--- config.mk ---
export PLATFORM = sky130hd
export DESIGN_NAME = nirq_top
export DESIGN_NICKNAME = d
export VERILOG_FILES = /design/src/verilog/nirq_pkg.sv /design/src/verilog/nirq_ahb_slave.sv /design/src/verilog/nirq_flag_bank.sv /design/src/verilog/nirq_top.sv
export VERILOG_INCLUDE_DIRS = /design/src /design/src/verilog
export SDC_FILE = /design/constraint.sdc
export NUM_CORES = 1
export LEC_CHECK = 0
export BUFFER_PORTS_ARGS = -buffer_cell sky130_fd_sc_hd__buf_2
export CAP_MARGIN = 40
export CORE_ASPECT_RATIO = 2
export CORE_UTILIZATION = 54
export DETAILED_ROUTE_END_ITERATION = 8
export PLACE_DENSITY = 0.84
export SYNTH_ARGS = -nofsm -noshare
export SYNTH_HDL_FRONTEND = slang
export SYNTH_SLANG_ARGS = --single-unit
--- constraint.sdc ---
create_clock -name hclk -period 4.7 [get_ports hclk]
set_input_delay 0.235 -clock hclk [delete_from_list [all_inputs] [get_ports hclk]]
set_output_delay 0.235 -clock hclk [all_outputs]
set_load 0.02 [all_outputs]
--- src/verilog/nirq_cfg.svh ---
// Register offsets, field positions, reset values and limits of the interrupt and status block
`ifndef NIRQ_CFG_SVH
`define NIRQ_CFG_SVH

// ----------------------------------------------------------------------------
// Register indices (printed offsets are indices, byte address = 4 * index)
// ----------------------------------------------------------------------------
`define NIRQ_IDX_TN_MASK      8'h15
`define NIRQ_IDX_EW_MASK      8'h16
`define NIRQ_IDX_MAIN         8'h17
`define NIRQ_IDX_TN_STAT      8'h18
`define NIRQ_IDX_EW_STAT      8'h19
`define NIRQ_IDX_FIFO_FILL    8'h1a
`define NIRQ_IDX_FIFO_LAST    8'h1b
`define NIRQ_IDX_COLL_POS     8'h1c
`define NIRQ_IDX_MAIN_MASK    8'h14
`define NIRQ_ADDR_W           10

// ----------------------------------------------------------------------------
// Field positions
// ----------------------------------------------------------------------------
`define NIRQ_MAIN_TIM_BIT     1
`define NIRQ_MAIN_ERR_BIT     0
`define NIRQ_EW_WT_BIT        3
`define NIRQ_TN_CAC_BIT       2
`define NIRQ_TN_CAT_BIT       1

// ----------------------------------------------------------------------------
// Reset values and limits
// ----------------------------------------------------------------------------
`define NIRQ_RST_BYTE         8'h00
`define NIRQ_FIFO_MAX         7'h60
`define NIRQ_COLL_MAX_BYTES   4'hf

`endif

--- src/verilog/nirq_pkg.sv ---
// Types shared by the interrupt and status block
package nirq_pkg;

  typedef enum logic [1:0] {
    NIRQ_BUS_IDLE,
    NIRQ_BUS_DATA
  } nirq_bus_st_t;

  typedef struct packed {
    logic [3:0] bytes;
    logic [2:0] bits;
    logic       parity;
  } nirq_coll_t;

endpackage : nirq_pkg

--- src/verilog/nirq_ahb_slave.sv ---
// AHB-Lite slave front end: catches the address phase, gives read and write strobes
`timescale 1ns/100ps
`include "nirq_cfg.svh"

module nirq_ahb_slave (
  input  wire logic                     hclk,
  input  wire logic                     hresetn,
  input  wire logic                     hsel,
  input  wire logic [31:0]              haddr,
  input  wire logic [1:0]               htrans,
  input  wire logic                     hwrite,
  input  wire logic [2:0]               hsize,
  input  wire logic                     hready,
  output logic                          hreadyout,
  output logic                          hresp,
  output logic                          rd_stb,
  output logic                          wr_stb,
  output logic [7:0]                    reg_idx
);

  typedef struct packed {
    nirq_pkg::nirq_bus_st_t st;
    logic                   wr;
    logic [7:0]             idx;
  } nirq_slv_state_t;

  nirq_slv_state_t s_q;
  nirq_slv_state_t s_d;
  logic            take;

  // A valid, word-sized transfer is taken on any NONSEQ/SEQ address phase
  assign take = hsel && hready && htrans[1] && (hsize == 3'h2);

  always_comb begin
    s_d = s_q;
    if (hready) begin
      s_d.st = take ? nirq_pkg::NIRQ_BUS_DATA : nirq_pkg::NIRQ_BUS_IDLE;
      if (take) begin
        s_d.wr  = hwrite;
        s_d.idx = haddr[`NIRQ_ADDR_W-1:2];
      end
    end
  end

  always_ff @(posedge hclk or negedge hresetn) begin
    if (!hresetn) begin
      s_q <= '{st: nirq_pkg::NIRQ_BUS_IDLE, wr: 1'b0, idx: 8'h00};
    end else begin
      s_q <= s_d;
    end
  end

  // Zero wait states; every answer is OKAY
  assign hreadyout = 1'b1;
  assign hresp     = 1'b0;
  assign reg_idx   = s_q.idx;

  always_comb begin
    rd_stb = 1'b0;
    wr_stb = 1'b0;
    case (s_q.st)
      nirq_pkg::NIRQ_BUS_DATA: begin
        rd_stb = !s_q.wr;
        wr_stb = s_q.wr;
      end
      default: begin
        rd_stb = 1'b0;
        wr_stb = 1'b0;
      end
    endcase
  end

endmodule : nirq_ahb_slave

--- src/verilog/nirq_flag_bank.sv ---
// Bank of eight sticky event flags with clear-on-read and pending summary
`timescale 1ns/100ps
`include "nirq_cfg.svh"

module nirq_flag_bank (
  input  wire logic       hclk,
  input  wire logic       hresetn,
  input  wire logic       soft_clr,
  input  wire logic [7:0] evt,
  input  wire logic       rd_clr,
  input  wire logic [7:0] mask,
  output logic [7:0]      flags,
  output logic            any_set,
  output logic            any_unmasked
);

  typedef struct packed {
    logic [7:0] f;
  } nirq_bank_state_t;

  nirq_bank_state_t s_q;
  nirq_bank_state_t s_d;

  // Each flag: an event in the cycle of the clearing read still lands
  genvar g;
  generate
    for (g = 0; g < 8; g++) begin : g_flag
      always_comb begin
        s_d.f[g] = soft_clr ? 1'b0 : (evt[g] | (s_q.f[g] & ~rd_clr));
      end
    end
  endgenerate

  always_ff @(posedge hclk or negedge hresetn) begin
    if (!hresetn) begin
      s_q <= '{f: `NIRQ_RST_BYTE};
    end else begin
      s_q <= s_d;
    end
  end

  assign flags        = s_q.f;
  assign any_set      = |s_q.f;
  assign any_unmasked = |(s_q.f & ~mask);

endmodule : nirq_flag_bank

--- src/verilog/nirq_top.sv ---
// Interrupt, FIFO status and collision position block with AHB-Lite register access
//
// How it works
// - Timer/NFC mask register, one bit per source; a one blocks that source.
// - Error/wake-up mask register, one bit per event; a one blocks it.
// - Main bit 7 set when the enabled oscillator reports stable.
// - Main bit 6 set on FIFO water level, in receive or transmit.
// - Main bits 5..2: receive start, receive end, transmit end, bit collision.
// - Main bits 1 and 0 summarise the timer/NFC and error/wake-up registers.
// - Reading main clears it, except bits 1 and 0 which follow secondaries.
// - Timer/NFC flags: command done, timers, field on/off, CA, guard, bit rate.
// - CA collision flag when field seen; otherwise guard-time flag after field on.
// - Error flags: CRC, parity, soft framing and hard framing kept apart.
// - Wake-up timer flag bit 3 only when interrupt at every timeout is chosen.
// - Amplitude, phase, capacitance wake-up flags when delta exceeds reference.
// - Power-up or set-default clears every flag, status and mask register.
// - Seven-bit count of unread FIFO bytes, 0 to 96.
// - Underflow flag bit 6 on over-read, overflow flag bit 5 on overflow.
// - Bit 4 flags incomplete last byte, three-bit count of its valid bits.
// - Bit 0 flags a missing parity bit in the last byte.
// - Empty FIFO reports zero count and clears incomplete flag and bit count.
// - Reading the second FIFO status clears last-byte fields and parity flag.
// - Collision stores byte count, bit count and a first-collision parity flag.
// - Collision position updates only inside anticollision frame length.
`timescale 1ns/100ps
`include "nirq_cfg.svh"

module nirq_top (
  input  wire logic        hclk,
  input  wire logic        hresetn,
  // AHB-Lite slave
  input  wire logic        hsel,
  input  wire logic [31:0] haddr,
  input  wire logic [1:0]  htrans,
  input  wire logic        hwrite,
  input  wire logic [2:0]  hsize,
  input  wire logic [31:0] hwdata,
  input  wire logic        hready,
  output logic             hreadyout,
  output logic             hresp,
  output logic [31:0]      hrdata,
  // Control from the rest of the device
  input  wire logic        set_default,
  input  wire logic        osc_enable,
  input  wire logic        osc_stable,
  input  wire logic        water_level_evt,
  input  wire logic        rx_start_evt,
  input  wire logic        rx_end_evt,
  input  wire logic        tx_end_evt,
  input  wire logic        bit_collision_evt,
  input  wire logic        dct_done_evt,
  input  wire logic        nrt_expire_evt,
  input  wire logic        gpt_expire_evt,
  input  wire logic        field_on_evt,
  input  wire logic        field_off_evt,
  input  wire logic        ca_active,
  input  wire logic        ca_field_seen,
  input  wire logic        guard_time_done,
  input  wire logic        bit_rate_found_evt,
  input  wire logic        crc_err_evt,
  input  wire logic        parity_err_evt,
  input  wire logic        soft_framing_evt,
  input  wire logic        hard_framing_evt,
  input  wire logic        wake_timeout_evt,
  input  wire logic        wake_irq_every,
  input  wire logic        wake_amp_delta_evt,
  input  wire logic        wake_phase_delta_evt,
  input  wire logic        wake_cap_delta_evt,
  input  wire logic [6:0]  fifo_count,
  input  wire logic        fifo_underflow_evt,
  input  wire logic        fifo_overflow_evt,
  input  wire logic        last_byte_evt,
  input  wire logic [2:0]  last_byte_bits,
  input  wire logic        last_byte_no_parity,
  input  wire logic        coll_evt,
  input  wire logic [3:0]  coll_bytes,
  input  wire logic [2:0]  coll_bits,
  input  wire logic        coll_in_parity,
  input  wire logic        coll_in_ac_frame,
  input  wire logic        rx_frame_start,
  output logic             irq,
  output logic             field_on_req
);

  // --------------------------------------------------------------------------
  // State
  // --------------------------------------------------------------------------
  typedef struct packed {
    logic [7:0]          main_mask;
    logic [7:0]          tn_mask;
    logic [7:0]          ew_mask;
    logic [7:2]          main_flags;
    logic [6:0]          fill;
    logic                unf;
    logic                ovr;
    logic                ncp;
    logic [2:0]          last_byte_bit_count;
    logic                last_byte_parity_missing;
    nirq_pkg::nirq_coll_t coll;
    logic                coll_seen;
    logic                osc_stable_q;
    logic                ca_field_on;
    logic [31:0]         rdata;
    logic                irq;
  } nirq_state_t;

  nirq_state_t s_q;
  nirq_state_t s_d;

  logic        rd_take;
  logic [7:0]  rd_idx;
  logic        wr_stb;
  logic [7:0]  reg_idx;
  logic [7:0]  tn_evt;
  logic [7:0]  ew_evt;
  logic [7:0]  tn_flags;
  logic [7:0]  ew_flags;
  logic        tn_any;
  logic        ew_any;
  logic        tn_unm;
  logic        ew_unm;
  logic        rd_main;
  logic        rd_tn;
  logic        rd_ew;
  logic        rd_last;
  logic        cat_evt;
  logic [7:0]  main_view;
  logic [7:0]  rd_byte;

  // --------------------------------------------------------------------------
  // Bus front end and secondary flag banks
  // --------------------------------------------------------------------------
  nirq_ahb_slave u_slv (
    .hclk      (hclk),
    .hresetn   (hresetn),
    .hsel      (hsel),
    .haddr     (haddr),
    .htrans    (htrans),
    .hwrite    (hwrite),
    .hsize     (hsize),
    .hready    (hready),
    .hreadyout (hreadyout),
    .hresp     (hresp),
    .rd_stb    (),
    .wr_stb    (wr_stb),
    .reg_idx   (reg_idx)
  );

  // Reads decode in the address phase so the registered byte stands in the data phase;
  // clearing at that same edge keeps an event that lands there instead of losing it
  assign rd_take = hsel && hready && htrans[1] && !hwrite && (hsize == 3'h2);
  assign rd_idx  = haddr[`NIRQ_ADDR_W-1:2];
  assign rd_main = rd_take && (rd_idx == `NIRQ_IDX_MAIN);
  assign rd_tn   = rd_take && (rd_idx == `NIRQ_IDX_TN_STAT);
  assign rd_ew   = rd_take && (rd_idx == `NIRQ_IDX_EW_STAT);
  assign rd_last = rd_take && (rd_idx == `NIRQ_IDX_FIFO_LAST);

  // Guard flag fires once per field switch-on; the pulse avoids a level repeating
  assign cat_evt = s_q.ca_field_on && guard_time_done;

  assign tn_evt = {dct_done_evt, nrt_expire_evt, gpt_expire_evt, field_on_evt,
                   field_off_evt, ca_active && ca_field_seen, cat_evt,
                   bit_rate_found_evt};
  assign ew_evt = {crc_err_evt, parity_err_evt, soft_framing_evt, hard_framing_evt,
                   wake_timeout_evt && wake_irq_every, wake_amp_delta_evt,
                   wake_phase_delta_evt, wake_cap_delta_evt};

  nirq_flag_bank u_tn (
    .hclk         (hclk),
    .hresetn      (hresetn),
    .soft_clr     (set_default),
    .evt          (tn_evt),
    .rd_clr       (rd_tn),
    .mask         (s_q.tn_mask),
    .flags        (tn_flags),
    .any_set      (tn_any),
    .any_unmasked (tn_unm)
  );

  nirq_flag_bank u_ew (
    .hclk         (hclk),
    .hresetn      (hresetn),
    .soft_clr     (set_default),
    .evt          (ew_evt),
    .rd_clr       (rd_ew),
    .mask         (s_q.ew_mask),
    .flags        (ew_flags),
    .any_set      (ew_any),
    .any_unmasked (ew_unm)
  );

  // Bits 1 and 0 are live summaries, so they drop only when the secondary is read or set default clears it
  assign main_view = {s_q.main_flags, tn_any, ew_any};

  // --------------------------------------------------------------------------
  // Read multiplexer
  // --------------------------------------------------------------------------
  always_comb begin
    case (rd_idx)
      `NIRQ_IDX_MAIN_MASK: rd_byte = s_q.main_mask;
      `NIRQ_IDX_TN_MASK:   rd_byte = s_q.tn_mask;
      `NIRQ_IDX_EW_MASK:   rd_byte = s_q.ew_mask;
      `NIRQ_IDX_MAIN:      rd_byte = main_view;
      `NIRQ_IDX_TN_STAT:   rd_byte = tn_flags;
      `NIRQ_IDX_EW_STAT:   rd_byte = ew_flags;
      `NIRQ_IDX_FIFO_FILL: rd_byte = {1'b0, s_q.fill};
      `NIRQ_IDX_FIFO_LAST: rd_byte = {1'b0, s_q.unf, s_q.ovr, s_q.ncp,
                                      s_q.last_byte_bit_count,
                                      s_q.last_byte_parity_missing};
      `NIRQ_IDX_COLL_POS:  rd_byte = {s_q.coll.bytes, s_q.coll.bits, s_q.coll.parity};
      default:             rd_byte = 8'h00;
    endcase
  end

  // --------------------------------------------------------------------------
  // Next state
  // --------------------------------------------------------------------------
  always_comb begin
    s_d = s_q;

    // Read data is registered at the address edge and stands for the data phase only
    s_d.rdata = rd_take ? {24'h00_0000, rd_byte} : 32'h0000_0000;

    // Mask writes steer the interrupt request
    if (wr_stb) begin
      case (reg_idx)
        `NIRQ_IDX_MAIN_MASK: s_d.main_mask = hwdata[7:0];
        `NIRQ_IDX_TN_MASK:   s_d.tn_mask   = hwdata[7:0];
        `NIRQ_IDX_EW_MASK:   s_d.ew_mask   = hwdata[7:0];
        default: begin
        end
      endcase
    end

    // Main flags: read clears, new events still win
    s_d.osc_stable_q = osc_enable && osc_stable;
    if (rd_main) begin
      s_d.main_flags = 6'h00;
    end
    if (osc_enable && osc_stable && !s_q.osc_stable_q) begin
      s_d.main_flags[7] = 1'b1;
    end
    if (water_level_evt) begin
      s_d.main_flags[6] = 1'b1;
    end
    if (rx_start_evt) begin
      s_d.main_flags[5] = 1'b1;
    end
    if (rx_end_evt) begin
      s_d.main_flags[4] = 1'b1;
    end
    if (tx_end_evt) begin
      s_d.main_flags[3] = 1'b1;
    end
    if (bit_collision_evt) begin
      s_d.main_flags[2] = 1'b1;
    end

    // Collision avoidance: no field seen, so switch our own field on
    if (ca_active && !ca_field_seen && !s_q.ca_field_on) begin
      s_d.ca_field_on = 1'b1;
    end else if (cat_evt || !ca_active) begin
      s_d.ca_field_on = 1'b0;
    end

    // FIFO fill level, clamped to the largest legal count
    s_d.fill = (fifo_count > `NIRQ_FIFO_MAX) ? `NIRQ_FIFO_MAX : fifo_count;

    if (rd_last) begin
      s_d.ncp                      = 1'b0;
      s_d.last_byte_bit_count      = 3'h0;
      s_d.last_byte_parity_missing = 1'b0;
    end
    if (fifo_underflow_evt) begin
      s_d.unf = 1'b1;
    end
    if (fifo_overflow_evt) begin
      s_d.ovr = 1'b1;
    end
    if (last_byte_evt) begin
      s_d.ncp                      = (last_byte_bits != 3'h0);
      s_d.last_byte_bit_count      = last_byte_bits;
      s_d.last_byte_parity_missing = last_byte_no_parity;
    end
    // Empty FIFO overrides any pending partial-byte report
    if (fifo_count == 7'h00) begin
      s_d.fill                = 7'h00;
      s_d.ncp                 = 1'b0;
      s_d.last_byte_bit_count = 3'h0;
    end

    // Collision position: first collision of a frame inside anticollision length
    if (rx_frame_start) begin
      s_d.coll_seen = 1'b0;
    end
    if (coll_evt) begin
      s_d.coll_seen = 1'b1;
      if (coll_in_ac_frame && !s_q.coll_seen) begin
        s_d.coll.bytes  = coll_bytes;
        s_d.coll.bits   = coll_bits;
        s_d.coll.parity = coll_in_parity;
      end
    end

    // Request follows unmasked pending flags, one cycle behind them
    s_d.irq = |(main_view[7:2] & ~s_q.main_mask[7:2]) | tn_unm | ew_unm;

    // Set default wipes everything, including the masks
    if (set_default) begin
      s_d = '0;
    end
  end

  always_ff @(posedge hclk or negedge hresetn) begin
    if (!hresetn) begin
      s_q <= '0;
    end else begin
      s_q <= s_d;
    end
  end

  // --------------------------------------------------------------------------
  // Outputs
  // --------------------------------------------------------------------------
  assign hrdata       = s_q.rdata;
  assign irq          = s_q.irq;
  assign field_on_req = s_q.ca_field_on;

endmodule : nirq_top

==> results.sh <==
export IMPL_outcome="finished, final reports clean"
export IMPL_dieWidth_um=66.8
export IMPL_power_leakage_nw=2.48
export IMPL_synth_ff_type="dfrtp_1"
export IMPL_io_pins=161
export IMPL_path_class="register to register"
export IMPL_dp_hpwl_um=7990
export IMPL_min_period_ns=2.20
export IMPL_worst_slew_pin_slew_ns=0.864
export IMPL_timing_rr_start="u_slv.reg_idx[5]"
export IMPL_drv_slew=0
export IMPL_setup_slack_ns=2.50
export IMPL_comb_power_share_pct=11.0
export IMPL_num_vias=3392
export IMPL_row_count=47
export IMPL_port_buffers=85
export IMPL_area_growth_pct=15.4
export IMPL_ys_seq_area_share_pct=49.6
export IMPL_cts_max_level=3
export IMPL_cts_root_buf="clkbuf_16"
export IMPL_cts_setup_buffers=0
export IMPL_grt_pass1_wl_um=17600
export IMPL_finish_utilization_pct=63.6
export IMPL_grt_use_total_pct=27.6
export IMPL_antenna_found_initial=0
export IMPL_drc=0
export IMPL_clk_pin_slew_ns=0.06
export IMPL_fillers=665
export IMPL_drive_gt1_share_pct=27.7
export IMPL_place_congestion=0.981
export IMPL_grt_overflow_total=0
export IMPL_synth_distinct_cells=41
export IMPL_dieHeight_um=132
export IMPL_avgSynthCellArea_um2=11.0
export IMPL_cp_data_required_time_ns=4.90
export IMPL_via_per_inst=5.76
export IMPL_cts_tree="yes"
export IMPL_fin_crit_sh_pct=46.8
export IMPL_startpoint_type="register"
export IMPL_yosysWarnings=0
export IMPL_fmax_ghz=0.454
export IMPL_crit_slowest_cell="nor4_4"
export IMPL_antennaDiodeCount=0
export IMPL_r2r_end="s_q[85]"
export IMPL_wl_per_cell_um=18.4
export IMPL_r2r_cells=4
export IMPL_start_util_pct=55.1
export IMPL_maxCapViolCount=0
export IMPL_maxSlewHeadroom_pct=42.0
export IMPL_r2r_slack_ns=2.50
export IMPL_first_global_vias=3401
export IMPL_whs_endpoint="s_q[50]"
export IMPL_core_area_um2=8230
export IMPL_first_pass_iters=4
export IMPL_cts_sinks=90
export IMPL_synth_top_cell_by_area="dfrtp_1"
export IMPL_synthArstFlopShare_pct=100
export IMPL_p_per_area_nw_per_um2=347
export IMPL_synth_cells=412
export IMPL_initialDrtViolationCount=277
export IMPL_cp_num_buf_inv=0
export IMPL_nets=611
export IMPL_grt_max_degree=54
export IMPL_cpLargestDelayFamily="simple AND/OR/NAND/NOR gates"
export IMPL_hold_viol=0
export IMPL_crit_chain="or4b_4 -> nor4_4 -> mux2i_1 -> nor2_1"
export IMPL_cts_resized_gates=0
export IMPL_irDropWorstVdd_uv=237
export IMPL_rsz0062_at_grt="false"
export IMPL_setup_viol=0
export IMPL_intPower_mw=1.38
export IMPL_p_seq_share_pct=47.0
export IMPL_end_kind="register"
export IMPL_max_stage_delay_ns=0.75
export IMPL_crit_fanout=8
export IMPL_route_antenna_remaining_nets=0
export IMPL_fin_total_pwr_mw=1.82
export IMPL_netlist_area_leader_share_pct=49.6
export IMPL_clockPowerShare_pct=41.9
export IMPL_synthTopCellsByArea="dfrtp_1 (50%), mux2i_1 (7.5%), mux4_2 (6.0%), buf_4 (5.6%), nor2_1 (3.4%)"
export IMPL_min_from="fifo_underflow_evt"
export IMPL_final_setup_tns_ns=0
export IMPL_whs_path_depth=3
export IMPL_ys_seq_elements=90
export IMPL_clockBufferDepth=2
export IMPL_synth_edf_count=0
export IMPL_power_switching_mw=0.436
export IMPL_place_ws_ns=2.47
export IMPL_cts_buffers=9
export IMPL_die_area_um2=8790
export IMPL_power_switching_share_pct=24.0
export IMPL_hp_class="input pin to register"
export IMPL_routed_wl_um=10800
export IMPL_skew_ns=0.00743
export IMPL_syn_area_um2=4540
export IMPL_clock_latency_ns=0.34
export IMPL_worst_ep_arrival_time_ns=2.40
power by group through the flow:
stage | clock network, mW | registers, mW | logic [mW]
after CTS | 0.773 | 0.854 | 0.201
after global routing | 0.814 | 0.859 | 0.221
after global placement | 0 | 0.864 | 0.191
final | 0.762 | 0.855 | 0.200
after floorplan | 0 | 0.854 | 0.140
after detailed placement | 0 | 0.868 | 0.199
how the worst max path moves through the flow:
stage	start	to	slack, ns	cells past startpoint
4_1_cts	u_slv.reg_idx[5]	s_q[81]	2.49	4
6_report	u_slv.reg_idx[5]	s_q[85]	2.50	4
3_3_place_gp	haddr[7]	main_view[6]	2.51	5
3_5_place_dp	haddr[7]	main_view[6]	2.47	5
5_1_grt	u_slv.reg_idx[5]	s_q[85]	2.40	4
2_1_floorplan	u_slv.reg_idx[5]	s_q[85]	2.83	4
metal layers:
metal  vias to the layer above  share of wire, %  global-route usage, %
li1                       1556                 -                      -
met1                      1643                35                   32.3
met2                       158                54                   44.4
met3                        35               5.2                   5.73
met4                         0               5.4                   17.7
met5                         -                 0                      0
registers in the layout (all words and copies together), names as in the netlist:
register,flops
u_ew.flags,8
s_q,48
u_tn.flags,8
field_on_req,1
hrdata,8
irq,1
u_slv.reg_idx,8
u_slv.s_q,2
main_view,6
cell usage in the layout (no fill, tap or decap), types with 4 or more instances in the layout:
cell type | synthesis | final
nand3_1 | 6 | 6
a21oi_1 | 21 | 21
nand2b_1 | 6 | 6
mux2_2 | 12 | 12
mux4_2 | 12 | 12
inv_1 | 28 | 28
clkinv_2 | 0 | 4
o21ai_0 | 16 | 16
nand2_1 | 12 | 12
mux2i_1 | 34 | 34
conb_1 | 2 | 26
o22ai_1 | 7 | 7
buf_2 | 2 | 84
nor2_1 | 41 | 41
a22oi_1 | 6 | 6
and2_1 | 6 | 6
a22o_1 | 15 | 15
dfrtp_1 | 90 | 90
clkbuf_16 | 0 | 9
nor2b_1 | 5 | 5
nor4_1 | 6 | 6
nand3b_1 | 5 | 5
nor3_1 | 7 | 7
what timing repair did:
action / 4_1_cts / 5_1_grt
endpoints found under the hold margin: 46 / 0
endpoints found under the setup margin: 0 / 0
hold buffers: 1 / 0
cells in the mapped netlist, types with 2 or more instances:
cell type / n
nor2b_1: 5
nand3b_1: 5
buf_4: 34
o2111ai_1: 2
mux2_2: 12
buf_2: 2
conb_1: 2
a31oi_1: 2
and2_1: 6
mux4_2: 12
nor4_4: 2
nor4b_1: 2
nor4_1: 6
dfrtp_1: 90
o21ai_0: 16
a32oi_1: 2
or4b_4: 2
nand4b_1: 2
nand2b_1: 6
a22oi_1: 6
nand2_1: 12
nand3_1: 6
a22o_1: 15
nor2_1: 41
nor3_1: 7
inv_1: 28
a21oi_1: 21
clkbuf_1: 14
o22ai_1: 7
mux2i_1: 34
layout make-up:
cell class	instances	area, µm²	area share, %
clock inverter	6	80.1	1.53
sequential	90	2250	43.0
multi-input combinational	267	1950	37.3
timing repair buffer	90	484	9.25
clock buffer	10	239	4.56
inverter	28	105	2.01
tap	98	123	2.34
per-stage QoR:
stage	hold slack [ns]	cells	cell area (µm²)
CTS	0.103	589	5240
detailed placement	0.281	572	4910
global placement	0.449	570	4880
global route	0.120	589	5240
finish	0.113	589	5240
floorplan	-0.0606	436	4630
cell families (layout without fill, tap and decap cells):
| logic type | Yosys count | in the layout | synth area share [%] |
|---|---|---|---|
| AOI/OAI and AO/OA | 77 | 77 | 11.4 |
| buffers and inverters | 79 | 134 | 9.40 |
| DFF | 90 | 90 | 49.6 |
| muxes | 58 | 58 | 16.4 |
| other | 2 | 26 | 0.166 |
| and+or+nand+nor | 106 | 106 | 13.0 |
worst min-delay path: cells and delay by family:
family	cells	cell delay (ns)
simple gates	2	0.10
buf+inv	1	0.08
Power figures use the tool's default switching activity.
